[src/bscp_pkg.sv]
// Package: constants, bus carriers and state record of the board status/control port
package bscp_pkg;

  // ----------------------------------------------------------------
  // Address decode
  // ----------------------------------------------------------------
  localparam logic [31:0] PORT_BASE    = 32'hFFF80000;
  localparam int          PORT_SEL_LSB = 17;
  localparam logic [31:0] OREQ_BASE    = 32'hFFFE0000;
  localparam int          OREQ_SEL_LSB = 16;
  localparam int          IDX_LSB      = 1;

  // ----------------------------------------------------------------
  // Register indices (word index, address bits 5:1)
  // ----------------------------------------------------------------
  localparam logic [4:0] IDX_GPIO = 5'h00;
  localparam logic [4:0] IDX_EDGE = 5'h01;
  localparam logic [4:0] IDX_DIR  = 5'h02;
  localparam logic [4:0] IDX_ENA  = 5'h03;
  localparam logic [4:0] IDX_ENB  = 5'h04;
  localparam logic [4:0] IDX_PNDA = 5'h05;
  localparam logic [4:0] IDX_PNDB = 5'h06;
  localparam logic [4:0] IDX_MSKA = 5'h07;
  localparam logic [4:0] IDX_MSKB = 5'h08;
  localparam logic [4:0] IDX_TCTL = 5'h09;
  localparam logic [4:0] IDX_TDAT = 5'h0D;

  // ----------------------------------------------------------------
  // Port bit positions and fixed values
  // ----------------------------------------------------------------
  localparam int GP_RTS  = 0;
  localparam int GP_BERR = 1;
  localparam int GP_LTO  = 2;
  localparam int GP_CTS  = 3;
  localparam int GP_GATE = 4;
  localparam int GP_FAIL = 5;
  localparam int GP_OREQ = 6;
  localparam int GP_SYSF = 7;
  localparam int TMR_TICK  = 0;
  localparam int TMR_WDOG  = 1;
  localparam int TMR_BAUD  = 2;
  localparam int TMR_DELAY = 3;
  localparam logic [2:0] IRQ_LEVEL = 3'h6;

  // Delay-mode prescale per control code; code 1 is the baud setting of 4
  function automatic logic [7:0] prescale(input logic [2:0] code);
    logic [7:0] p;
    p = 8'h04;
    unique case (code)
      3'h1:    p = 8'h04;
      3'h2:    p = 8'h0A;
      3'h3:    p = 8'h10;
      3'h4:    p = 8'h32;
      3'h5:    p = 8'h40;
      3'h6:    p = 8'h64;
      3'h7:    p = 8'hC8;
      default: p = 8'h04;
    endcase
    return p;
  endfunction

  // ----------------------------------------------------------------
  // Carriers and state
  // ----------------------------------------------------------------
  typedef struct packed {
    logic [31:0] addr;
    logic        rd;
    logic        wr;
    logic [7:0]  wdata;
  } bscp_req_t;

  typedef struct packed {
    logic [15:0] rdata;
    logic        ack;
  } bscp_rsp_t;

  typedef struct packed {
    logic [7:0]      gpdr;
    logic [7:0]      edge_sel;
    logic [7:0]      dir;
    logic [15:0]     ena;
    logic [15:0]     pend;
    logic [15:0]     mask;
    logic [3:0][2:0] ctl;
    logic [3:0][7:0] tdat;
    logic [3:0][7:0] cnt;
    logic [3:0][7:0] pre;
    logic [3:0]      tout;
    logic [7:0]      gp_prev;
    logic            oreq;
    logic [1:0]      rts_sy;
    logic [1:0]      sysf_sy;
    logic [1:0]      rx_sy;
    logic [1:0]      xt_sy;
    logic            xt_prev;
    logic [15:0]     rdata;
    logic            ack;
  } bscp_state_t;

  localparam bscp_state_t STATE_RST = '0;

endpackage

[src/bscp_top.sv]
// Board status/control port: GPIO glue, interrupt pending logic, timers
// Behaviour
// - Interrupt request at level 6 from timers/serial/GPIO
// - Shares 16-bit word port at FFF80000
// - Swapped debug data pins; carrier/set-ready held asserted
// - Baud clock from timer C, prescale 4
// - Timer A ticks; timer D delay only
// - Timer B high with jumper resets module
// - Five status inputs, three controls, all latchable
// - Control lines pulled high when not outputs
// - Bit 0 reads inverted request-to-send
// - Bus-error line pulses low for fault cycle
// - Local-timeout line pulses high for fault cycle
// - Bit 3 low drives clear-to-send high
// - Bit 4 high or input blocks interrupts
// - Bit 5 high or input signals board fail
// - Bit 6 shows outgoing backplane request, reset clears
// - Bit 7 reads inverted backplane fail line
// - Read of FFFE0000-FFFEFFFF raises backplane request
`timescale 1ns/1ns
module bscp_top (
  input  wire logic              clk_sys_i,
  input  wire logic              rst_i,
  input  wire bscp_pkg::bscp_req_t bus_req_i,
  output bscp_pkg::bscp_rsp_t    bus_rsp_o,
  input  wire logic [7:0]        status_byte_i,
  input  wire logic              xtal_i,
  input  wire logic              debug_rx_in_i,
  input  wire logic              debug_request_to_send_i,
  input  wire logic              serial_tx_i,
  input  wire logic [3:0]        serial_irq_i,
  output logic                   serial_rx_o,
  output logic                   debug_baud_clk_o,
  output logic                   debug_tx_out_o,
  output logic                   debug_carrier_detect_o,
  output logic                   debug_set_ready_o,
  output logic                   debug_clear_to_send_o,
  input  wire logic              vme_berr_end_i,
  input  wire logic              rmw_lock_i,
  input  wire logic              local_timeout_end_i,
  input  wire logic              vme_iack_i,
  input  wire logic              sysfail_in_n_i,
  input  wire logic              syscon_i,
  input  wire logic              wdog_jumper_i,
  output logic                   bus_error_status_n_o,
  output logic                   local_timeout_status_o,
  output logic                   vme_irq_o,
  output logic                   interrupt_gate_n_o,
  output logic                   board_fail_drive_o,
  output logic                   fail_led_o,
  output logic                   sysfail_out_o,
  output logic                   sysfail_oe_o,
  output logic                   module_reset_o,
  output logic                   sysreset_out_o,
  output logic                   sysreset_oe_o,
  output logic                   cpu_irq_o,
  output logic [2:0]             cpu_irq_level_o
);
  import bscp_pkg::*;

  bscp_state_t s_q;
  bscp_state_t s_d;
  logic [7:0]  gp_pin;
  logic [7:0]  gp_eff;
  logic [7:0]  gp_edge;
  logic [3:0]  tmo;
  logic [15:0] src;
  logic        port_sel;
  logic        oreq_rd;
  logic [4:0]  idx;
  logic        xt_tick;

  // ----------------------------------------------------------------
  // Pin-side status lines
  // ----------------------------------------------------------------
  // Fault pulses last exactly the fault cycle strobe
  assign bus_error_status_n_o  = ~(vme_berr_end_i | rmw_lock_i);
  assign local_timeout_status_o = local_timeout_end_i | rmw_lock_i;

  // Raw GPIO levels; outputs idle high by board pull-ups
  always_comb begin
    gp_pin          = 8'hFF;
    gp_pin[GP_RTS]  = ~s_q.rts_sy[1];
    gp_pin[GP_BERR] = bus_error_status_n_o;
    gp_pin[GP_LTO]  = local_timeout_status_o;
    gp_pin[GP_OREQ] = s_q.oreq;
    gp_pin[GP_SYSF] = ~s_q.sysf_sy[1];
  end

  // Driven bits follow the data register, others the pin
  assign gp_eff = (s_q.dir & s_q.gpdr) | (~s_q.dir & gp_pin);

  // ----------------------------------------------------------------
  // Per-bit transition detect, polarity chosen by edge register
  // ----------------------------------------------------------------
  for (genvar b = 0; b < 8; b++) begin : g_edge
    assign gp_edge[b] = s_q.edge_sel[b] ? (gp_eff[b] & ~s_q.gp_prev[b])
                                        : (~gp_eff[b] & s_q.gp_prev[b]);
  end

  // ----------------------------------------------------------------
  // Decode
  // ----------------------------------------------------------------
  assign port_sel = bus_req_i.addr[31:PORT_SEL_LSB] == PORT_BASE[31:PORT_SEL_LSB];
  assign oreq_rd  = bus_req_i.rd &
                    (bus_req_i.addr[31:OREQ_SEL_LSB] == OREQ_BASE[31:OREQ_SEL_LSB]);
  assign idx      = bus_req_i.addr[IDX_LSB +: 5];
  assign xt_tick  = s_q.xt_sy[1] & ~s_q.xt_prev;

  // Interrupt source map: A = gpio7,6,timer A,serial x4,timer B
  assign src = {gp_edge[GP_SYSF], gp_edge[GP_OREQ], tmo[TMR_TICK], serial_irq_i,
                tmo[TMR_WDOG], gp_edge[GP_FAIL], gp_edge[GP_GATE], tmo[TMR_BAUD],
                tmo[TMR_DELAY], gp_edge[3:0]};

  // ----------------------------------------------------------------
  // Next-state logic
  // ----------------------------------------------------------------
  always_comb begin
    logic [15:0] clr;
    s_d = s_q;
    tmo = 4'h0;
    clr = 16'h0000;
    s_d.ack = 1'b0;
    // Two-stage synchronisers for pins from other domains
    s_d.rts_sy  = {s_q.rts_sy[0], debug_request_to_send_i};
    s_d.sysf_sy = {s_q.sysf_sy[0], sysfail_in_n_i};
    s_d.rx_sy   = {s_q.rx_sy[0], debug_rx_in_i};
    s_d.xt_sy   = {s_q.xt_sy[0], xtal_i};
    s_d.xt_prev = s_q.xt_sy[1];
    s_d.gp_prev = gp_eff;

    // Timers count crystal ticks through a prescaler, toggle on expiry
    for (int t = 0; t < 4; t++) begin
      if (s_q.ctl[t] != 3'h0 && xt_tick) begin
        if (s_q.pre[t] >= prescale(s_q.ctl[t]) - 8'h01) begin
          s_d.pre[t] = 8'h00;
          if (s_q.cnt[t] == 8'h01) begin
            s_d.cnt[t]  = s_q.tdat[t];
            s_d.tout[t] = ~s_q.tout[t];
            tmo[t]      = 1'b1;
          end else begin
            s_d.cnt[t] = s_q.cnt[t] - 8'h01;
          end
        end else begin
          s_d.pre[t] = s_q.pre[t] + 8'h01;
        end
      end
    end

    // Outgoing request: read of its window sets, acknowledge clears
    if (oreq_rd) begin
      s_d.oreq = 1'b1;
    end else if (vme_iack_i) begin
      s_d.oreq = 1'b0;
    end

    // Register access, answered one cycle later
    if (oreq_rd) begin
      s_d.ack   = 1'b1;
      s_d.rdata = 16'h0000;
    end
    if (port_sel && bus_req_i.rd) begin
      s_d.ack   = 1'b1;
      s_d.rdata = {status_byte_i, 8'h00};
      unique case (idx)
        IDX_GPIO: s_d.rdata[7:0] = gp_eff;
        IDX_EDGE: s_d.rdata[7:0] = s_q.edge_sel;
        IDX_DIR:  s_d.rdata[7:0] = s_q.dir;
        IDX_ENA:  s_d.rdata[7:0] = s_q.ena[15:8];
        IDX_ENB:  s_d.rdata[7:0] = s_q.ena[7:0];
        IDX_PNDA: s_d.rdata[7:0] = s_q.pend[15:8];
        IDX_PNDB: s_d.rdata[7:0] = s_q.pend[7:0];
        IDX_MSKA: s_d.rdata[7:0] = s_q.mask[15:8];
        IDX_MSKB: s_d.rdata[7:0] = s_q.mask[7:0];
        default: begin
          if (idx >= IDX_TCTL && idx < IDX_TDAT) begin
            s_d.rdata[7:0] = {5'h00, s_q.ctl[idx[1:0] - 2'h1]};
          end else if (idx >= IDX_TDAT && idx < IDX_TDAT + 5'h04) begin
            s_d.rdata[7:0] = s_q.cnt[idx[1:0] - 2'h1];
          end
        end
      endcase
    end
    if (port_sel && bus_req_i.wr) begin
      s_d.ack = 1'b1;
      unique case (idx)
        IDX_GPIO: s_d.gpdr     = bus_req_i.wdata;
        IDX_EDGE: s_d.edge_sel = bus_req_i.wdata;
        IDX_DIR:  s_d.dir      = bus_req_i.wdata;
        IDX_ENA:  s_d.ena[15:8] = bus_req_i.wdata;
        IDX_ENB:  s_d.ena[7:0]  = bus_req_i.wdata;
        IDX_PNDA: clr[15:8] = ~bus_req_i.wdata;
        IDX_PNDB: clr[7:0]  = ~bus_req_i.wdata;
        IDX_MSKA: s_d.mask[15:8] = bus_req_i.wdata;
        IDX_MSKB: s_d.mask[7:0]  = bus_req_i.wdata;
        default: begin
          if (idx >= IDX_TCTL && idx < IDX_TDAT) begin
            s_d.ctl[idx[1:0] - 2'h1] = bus_req_i.wdata[2:0];
            s_d.pre[idx[1:0] - 2'h1] = 8'h00;
          end else if (idx >= IDX_TDAT && idx < IDX_TDAT + 5'h04) begin
            s_d.tdat[idx[1:0] - 2'h1] = bus_req_i.wdata;
            if (s_q.ctl[idx[1:0] - 2'h1] == 3'h0) begin
              s_d.cnt[idx[1:0] - 2'h1] = bus_req_i.wdata;
            end
          end
        end
      endcase
    end

    // Sticky pending: a new event wins over a clear in the same cycle
    s_d.pend = (s_q.pend & ~clr) | (src & s_q.ena);
  end

  // ----------------------------------------------------------------
  // State register
  // ----------------------------------------------------------------
  always_ff @(posedge clk_sys_i) begin
    if (rst_i) begin
      s_q <= STATE_RST;
    end else begin
      s_q <= s_d;
    end
  end

  // ----------------------------------------------------------------
  // Outputs
  // ----------------------------------------------------------------
  assign bus_rsp_o.rdata = s_q.rdata;
  assign bus_rsp_o.ack   = s_q.ack;

  // Debug port: names follow the terminal's view, so data is crossed
  assign debug_tx_out_o         = serial_tx_i;
  assign serial_rx_o            = s_q.rx_sy[1];
  assign debug_carrier_detect_o = 1'b1;
  assign debug_set_ready_o      = 1'b1;
  assign debug_baud_clk_o       = s_q.tout[TMR_BAUD];
  assign debug_clear_to_send_o  = ~gp_eff[GP_CTS];

  // Control lines read back through gp_eff, so input mode acts as high
  assign interrupt_gate_n_o = gp_eff[GP_GATE];
  assign cpu_irq_o          = |(s_q.pend & s_q.mask) & ~gp_eff[GP_GATE];
  assign cpu_irq_level_o    = cpu_irq_o ? IRQ_LEVEL : 3'h0;
  assign board_fail_drive_o = gp_eff[GP_FAIL];
  assign fail_led_o         = gp_eff[GP_FAIL];
  assign sysfail_out_o      = 1'b0;
  assign sysfail_oe_o       = gp_eff[GP_FAIL] & ~syscon_i;
  assign vme_irq_o          = s_q.oreq;

  // Watchdog: timer B output high with jumper fitted
  assign module_reset_o = s_q.tout[TMR_WDOG] & wdog_jumper_i;
  assign sysreset_out_o = 1'b0;
  assign sysreset_oe_o  = module_reset_o & syscon_i;

endmodule

[config.mk]
export PLATFORM = sky130hd
export DESIGN_NAME = bscp_top
export DESIGN_NICKNAME = d
export VERILOG_FILES = /design/src/bscp_pkg.sv /design/src/bscp_top.sv
export SDC_FILE = /design/constraint.sdc
export NUM_CORES = 1
export LEC_CHECK = 0
export BUFFER_PORTS_ARGS = -buffer_cell sky130_fd_sc_hd__buf_2
export CAP_MARGIN = 20
export CORE_ASPECT_RATIO = 1.2
export CORE_UTILIZATION = 45
export CTS_CLUSTER_DIAMETER = 40
export DETAILED_ROUTE_END_ITERATION = 10
export PLACE_DENSITY = 0.64
export SETUP_SLACK_MARGIN = 0.5
export SYNTH_ARGS = -nofsm -noshare
export SYNTH_HDL_FRONTEND = slang
export SYNTH_SLANG_ARGS = --single-unit
[constraint.sdc]
create_clock -name clk_sys_i -period 7.2 [get_ports clk_sys_i]
set_input_delay 1.08 -clock clk_sys_i [delete_from_list [all_inputs] [get_ports clk_sys_i]]
set_output_delay 1.08 -clock clk_sys_i [all_outputs]
set_load 0.03 [all_outputs]
== After elaboration in Yosys (flattened, before gate mapping) ==
Index checks and enable logic that the tools add are counted.

* $add $sub $neg: 13
* $lt $le $gt $ge: 10
* Equal/unequal tests: 38
* Muxes and demuxes: 77
* Bitwise logic cells: 61
* Reduce and logical (&&, ||, !) cells: 30

{| class="wikitable"
|+ Operators with widths
! cell !! count
|-
| 2-to-1 mux 8 bit || 30
|-
| one-hot mux 8 bit (6 select lines) || 4
|-
| 2-to-1 mux 32 bit || 4
|-
| 2-to-1 mux 64 bit || 2
|-
| one-hot mux 8 bit (9 select lines) || 1
|-
| bitwise mux 32 bit || 2
|-
| subtractor 8 x 1 -> 8 bit (second input constant) || 8
|-
| bitwise AND 16 bit || 3
|-
| equality test 3 bit (second input constant) || 16
|-
| 2-to-1 mux 17 bit || 2
|-
| adder 8 x 1 -> 8 bit (second input constant) || 4
|-
| bitwise AND 32 bit || 1
|-
| equality test 8 x 1 -> 1 bit (second input constant) || 4
|-
| >= comparator 8 bit || 4
|-
| NOT 32 bit || 1
|-
| NOT 1 bit || 25
|-
| equality test 3 x 2 -> 1 bit (second input constant) || 8
|-
| 2-to-1 mux 1 bit || 23
|-
| bitwise AND 1 bit || 22
|-
| equality test 5 x 3 -> 1 bit (second input constant) || 4
|-
| bitwise AND 8 bit || 2
|-
| binary-select mux 8 bit (select 2 bit) || 1
|-
| demux 8 bit (select 2 bit) || 1
|-
| equality test 16 bit (second input constant) || 1
|-
| 30 further kinds || 56
|}

* Register bits: 217
* Input bits: 67
* Output and inout bits: 38

== Depth between registers and ports, before layout ==
* Word-level depth: 14
* Depth in mapped cells: 16

== Worst setup path after synthesis ==
OpenSTA, ideal clock, no wires.

* Kind: input to register
* Start point: input port bus_req_i[11] (netlist name)
* End point: register s_q[84] (netlist name)
* Arrival: 2.996 ns
* Data required time: 7.068 ns
* Setup slack: 4.071 ns
* Stages: 11
* Cells stage by stage: buf_6 -> inv_1 -> ha_1 -> buf_2 -> mux4_1 -> nor3_4 -> and4_1 -> buf_2 -> a31oi_1 -> o21ai_0 -> a21oi_1

* Longest elaborated chain between the ends: 11
* Elaborated cells between the ends (all ways): 31
* Those cells by class: 1 x add/sub; 6 x order compare; 8 x eq/ne; 10 x mux; 6 x reduce/logical

{| class="wikitable"
|+ RTL lines
! item !! line !! source
|-
| start: declaration || bscp_top.sv:24 || <nowiki>input wire bscp_pkg::bscp_req_t bus_req_i,</nowiki>
|-
| subtractor 2 x 1 -> 2 bit || bscp_top.sv:202, bscp_top.sv:203 ||
|-
| < comparator 2 x 3 -> 1 bit (not written as such) / >= comparator 2 x 1 -> 1 bit (equally long branches) || bscp_top.sv:203 || <nowiki>s_d.cnt[idx[1:0] - 2'h1] = bus_req_i.wdata;</nowiki>
|-
| logical AND 1 bit (not written as such) || bscp_top.sv:203 ||
|-
| 2-to-1 mux 8 bit (not written as such) || bscp_top.sv:203 ||
|-
| demux 8 bit (select 2 bit) || bscp_top.sv:203 ||
|-
| bitwise mux 32 bit || bscp_top.sv:203 ||
|-
| 2-to-1 mux 32 bit || bscp_top.sv:202 || <nowiki>if (s_q.ctl[idx[1:0] - 2'h1] == 3'h0) begin</nowiki>
|-
| 2-to-1 mux 32 bit || bscp_top.sv:200 || <nowiki>end else if (idx >= IDX_TDAT && idx < IDX_TDAT + 5'h04) begin</nowiki>
|-
| 2-to-1 mux 32 bit || bscp_top.sv:197 || <nowiki>if (idx >= IDX_TCTL && idx < IDX_TDAT) begin</nowiki>
|-
| 2-to-1 mux 64 bit (*) || bscp_top.sv:186 || <nowiki>unique case (idx)</nowiki>
|-
| 2-to-1 mux 64 bit (*) || bscp_top.sv:184 || <nowiki>if (port_sel && bus_req_i.wr) begin</nowiki>
|-
| end signal: assignment || bscp_top.sv:219 || <nowiki>s_q <= STATE_RST;</nowiki>
|-
| end signal: assignment || bscp_top.sv:221 || <nowiki>s_q <= s_d;</nowiki>
|-
| end: declaration || bscp_top.sv:61 || <nowiki>bscp_state_t s_q;</nowiki>
|}

Every way passes the cells marked *; elsewhere a longest branch is shown, timed or not. The select of a mux whose other input is x is not followed.
A chain may end at the register's enable or synchronous reset.

== Worst setup path in the final report ==
* Start point: input port bus_req_i[13] (netlist name)
* End point: register s_q[75] (netlist name)

* Longest elaborated chain between the ends: 6
* Elaborated cells between the ends (all ways): 20
* Those cells by class: 4 x order compare; 8 x eq/ne; 4 x mux; 4 x reduce/logical

{| class="wikitable"
|+ RTL lines
! item !! line
|-
| >= comparator 5 x 4 -> 1 bit / < comparator 5 bit (equally long branches) || bscp_top.sv:200
|-
| logical AND 1 bit || bscp_top.sv:200
|-
| 2-to-1 mux 32 bit || bscp_top.sv:200
|-
| 2-to-1 mux 32 bit || bscp_top.sv:197
|-
| 2-to-1 mux 64 bit (*) || bscp_top.sv:186
|-
| 2-to-1 mux 64 bit (*) || bscp_top.sv:184
|}

Every way passes the cells marked *; elsewhere a longest branch is shown, timed or not.

==> summary.txt <==
Clock network
  – Cts bufs inserted: 34
  – Post-CTS Hold Buffers: 0
  – CTS tree: done
  – Buffer count from post-CTS setup fixing: 0
  – Root Buffer: clkbuf_16
  – Clock Tree Buf Depth: 3
  – CTS sink count: 217
  – Worst-path clk slew: ~50 ps
  – H-tree levels: 2
  – Post_cts resized: 0
  – Worst skew pair latency: around 510 ps

Routing
  – Drt drc: 0
  – DRT Wirelength: between 30000 and 40000 µm
  – Routed Antenna Nets: 0
  – Vias after detailed routing: about 11000
  – DRT iter0 DRCs: about 830
  – Via density: between 5 and 6
  – Wire per inst: ~18 µm
  – DRT Pass-1 Iters: 5

Synthesis
  – Main synth FF type: dfxtp_1
  – Post-synthesis sequential area ratio: 0.368
  – Unique masters post-synth: 77
  – Post-synth EDFFs: 0
  – Mapped Avg Cell Area: 8.07 µm²
  – Seq cells post-synth: ~220
  – Syn Std Cell Area: about 12000 µm²
  – Yosys Warn Count: 0
  – Post-synthesis async set-or-reset flop share: 0
  – Post-Syn Instances: around 1500

Layout
  – N_diodes: 0
  – Finished Layout Cells: roughly 1800
  – Commonest non-fill, non-tap cells in the layout: 217 x dfxtp_1, 204 x nand2_1, 163 x nor2_1
  – Fraction of layout cells with a size suffix above 1: 0.136
  – Area growth syn-to-layout: 11.8%
  – Layout Nets: around 1600
  – Fin util: 0.515
  – Most common cell after layout, fill and taps aside: dfxtp_1

STA
  – Fin. Hold Viols: 0
  – TNS Setup: 0 ps
  – Minimum clock period: approximately 3900 ps
  – Setup violations, final: 0
  – Fmax: 254 MHz
  – Relative slew slack: 0.328
  – Clk_skew: 11.8 ps
  – Unrepaired setup endpoints after global routing: false
  – Worst slew pin tran: 999 ps
  – Slew Viols, Final: 0
  – Hold Slack: 432 ps
  – Final Cycle Share: 0.546

Power and ir drop
  – P per Cell Area: about 220 nW/µm²
  – Pleak: 5.15 nW
  – Pwr Total: between 2 and 3 mW
  – Max IR drop VDD: roughly 0.13 mV

Global route
  – Initial antenna violation count: 1
  – First-pass GRT wire length: roughly 52000 µm
  – Largest net degree at the start of global routing: about 110
  – Congestion Overflow GR: 0
  – Total GRT Usage: 0.245
  – Vias in the first global route: about 10000

Placement
  – HPWL after DPL: 22400 µm
  – Port Buffers: 86
  – Placer congestion estimate: approximately 0.88
  – Placed cells: 1768

Die
  – FP Rows: 64
  – Die W: about 150 µm
  – Initial Utilization: 0.461
  – Ports: 105
  – Core Region: about 26000 µm²
  – Die area: about 27000 µm²
  – Die H: about 180 µm

Status
  – Outcome: finished clean

Critical path
  – Worst Path Arrival: ~4300 ps
  – Critical path endpoint category: register
  – Critical path fanouts, max: 36
  – CP Class: input pin to register
  – Crit path launch type: input pin
  – CP Data Required Time: approximately 7600 ps

Flow run
  – Max-Cap Viols: 0

Worst hold path
  – Tightest Hold Check Type: register to register
-- registers in the layout, summed over array words and instances (netlist names) --
name	flops
debug_baud_clk_o	1
bus_rsp_o	17
s_d	5
s_q	192
vme_irq_o	1
serial_rx_o	1
-- per-stage QoR --
step                      instance area [µm²]  setup WS [ps]
after floorplan                         11800           4070
after global placement                  12100           2940
after detailed placement                12100           2860
after CTS                               13200           3380
after global routing                    13200           3150
final                                   13200           3270
-- path summary, 6_finish.rpt --
check | start | end | slack [ps] | cells after the start
setup / recovery | bus_req_i[13] | s_q[75] | 3270 | 8
hold reg to reg | s_d[21] | serial_rx_o | 430 | 1
hold / removal | s_d[21] | serial_rx_o | 430 | 1
setup reg to reg | s_q[137] | s_q[78] | 4010 | 14
-- layer usage --
| layer | track usage | vias up | part of all wire |
|---|---|---|---|
| met5 | 0 | - | 0.00024 |
| met4 | 0.128 | 2 | 0.050 |
| met3 | 0.0383 | 106 | 0.056 |
| met2 | 0.416 | 358 | 0.48 |
| met1 | 0.294 | 5010 | 0.42 |
| li1 | - | 5142 | - |
-- kinds of logic after synthesis --
kind of cell               after synthesis  synth area share
AOI/OAI and AO/OA                      314             0.161
muxes                                   74            0.0756
and+or+nand+nor                        616             0.251
DFF                                    217             0.368
buffers and inverters                  148            0.0607
other                                    2          0.000636
adders and majority gates               49            0.0519
xor gates and xnor gates                42            0.0312
-- cell type report --
type | count | area [µm²]
tap | 330 | 413
clock inverter | 16 | 124
clock buffer | 44 | 948
sequential | 217 | 4340
inverter | 28 | 105
multi-input combinational | 1100 | 6770
fill | 2475 | 12400
timing repair buffer | 93 | 489
-- synth_stat cells, drive strengths merged (7+ instances only) --
library cell / n / area share
a211oi: 16 / 0.010
buf: 49 / 0.029
nand2b: 15 / 0.0079
dfxtp: 217 / 0.37
o211ai: 12 / 0.0076
mux4: 11 / 0.021
nand3b: 9 / 0.0057
nand4: 18 / 0.0095
and3b: 7 / 0.0055
o21ai: 57 / 0.024
xnor2: 16 / 0.012
mux2i: 55 / 0.047
nor2b: 20 / 0.011
nor3: 24 / 0.012
clkbuf: 71 / 0.023
mux2: 8 / 0.0076
o22ai: 7 / 0.0042
and3: 9 / 0.0048
or3: 8 / 0.0051
nand3: 71 / 0.030
inv: 28 / 0.0089
nand2: 207 / 0.066
a21oi: 146 / 0.062
a22oi: 26 / 0.017
and2: 8 / 0.0045
ha: 49 / 0.052
nor3b: 17 / 0.011
nor2: 174 / 0.058
xor2: 26 / 0.019
and4: 8 / 0.0061
-- worst max-delay path, stage by stage --
cell and delay [ps]:
buf_2 650, o21ai_0 360, o22ai_2 600, and4b_1 620, and2_1 450, nand2_1 240, o211ai_1 150, a21oi_1 100
-- where the power goes --
group | switching, mW | leakage (nW) | internal [mW]
clock | 0.601 | 0.531 | 0.937
combinational | 0.0822 | 2.87 | 0.0303
sequential | 0.00169 | 1.75 | 1.21
No activity file was read; power rests on OpenSTA's default activity.
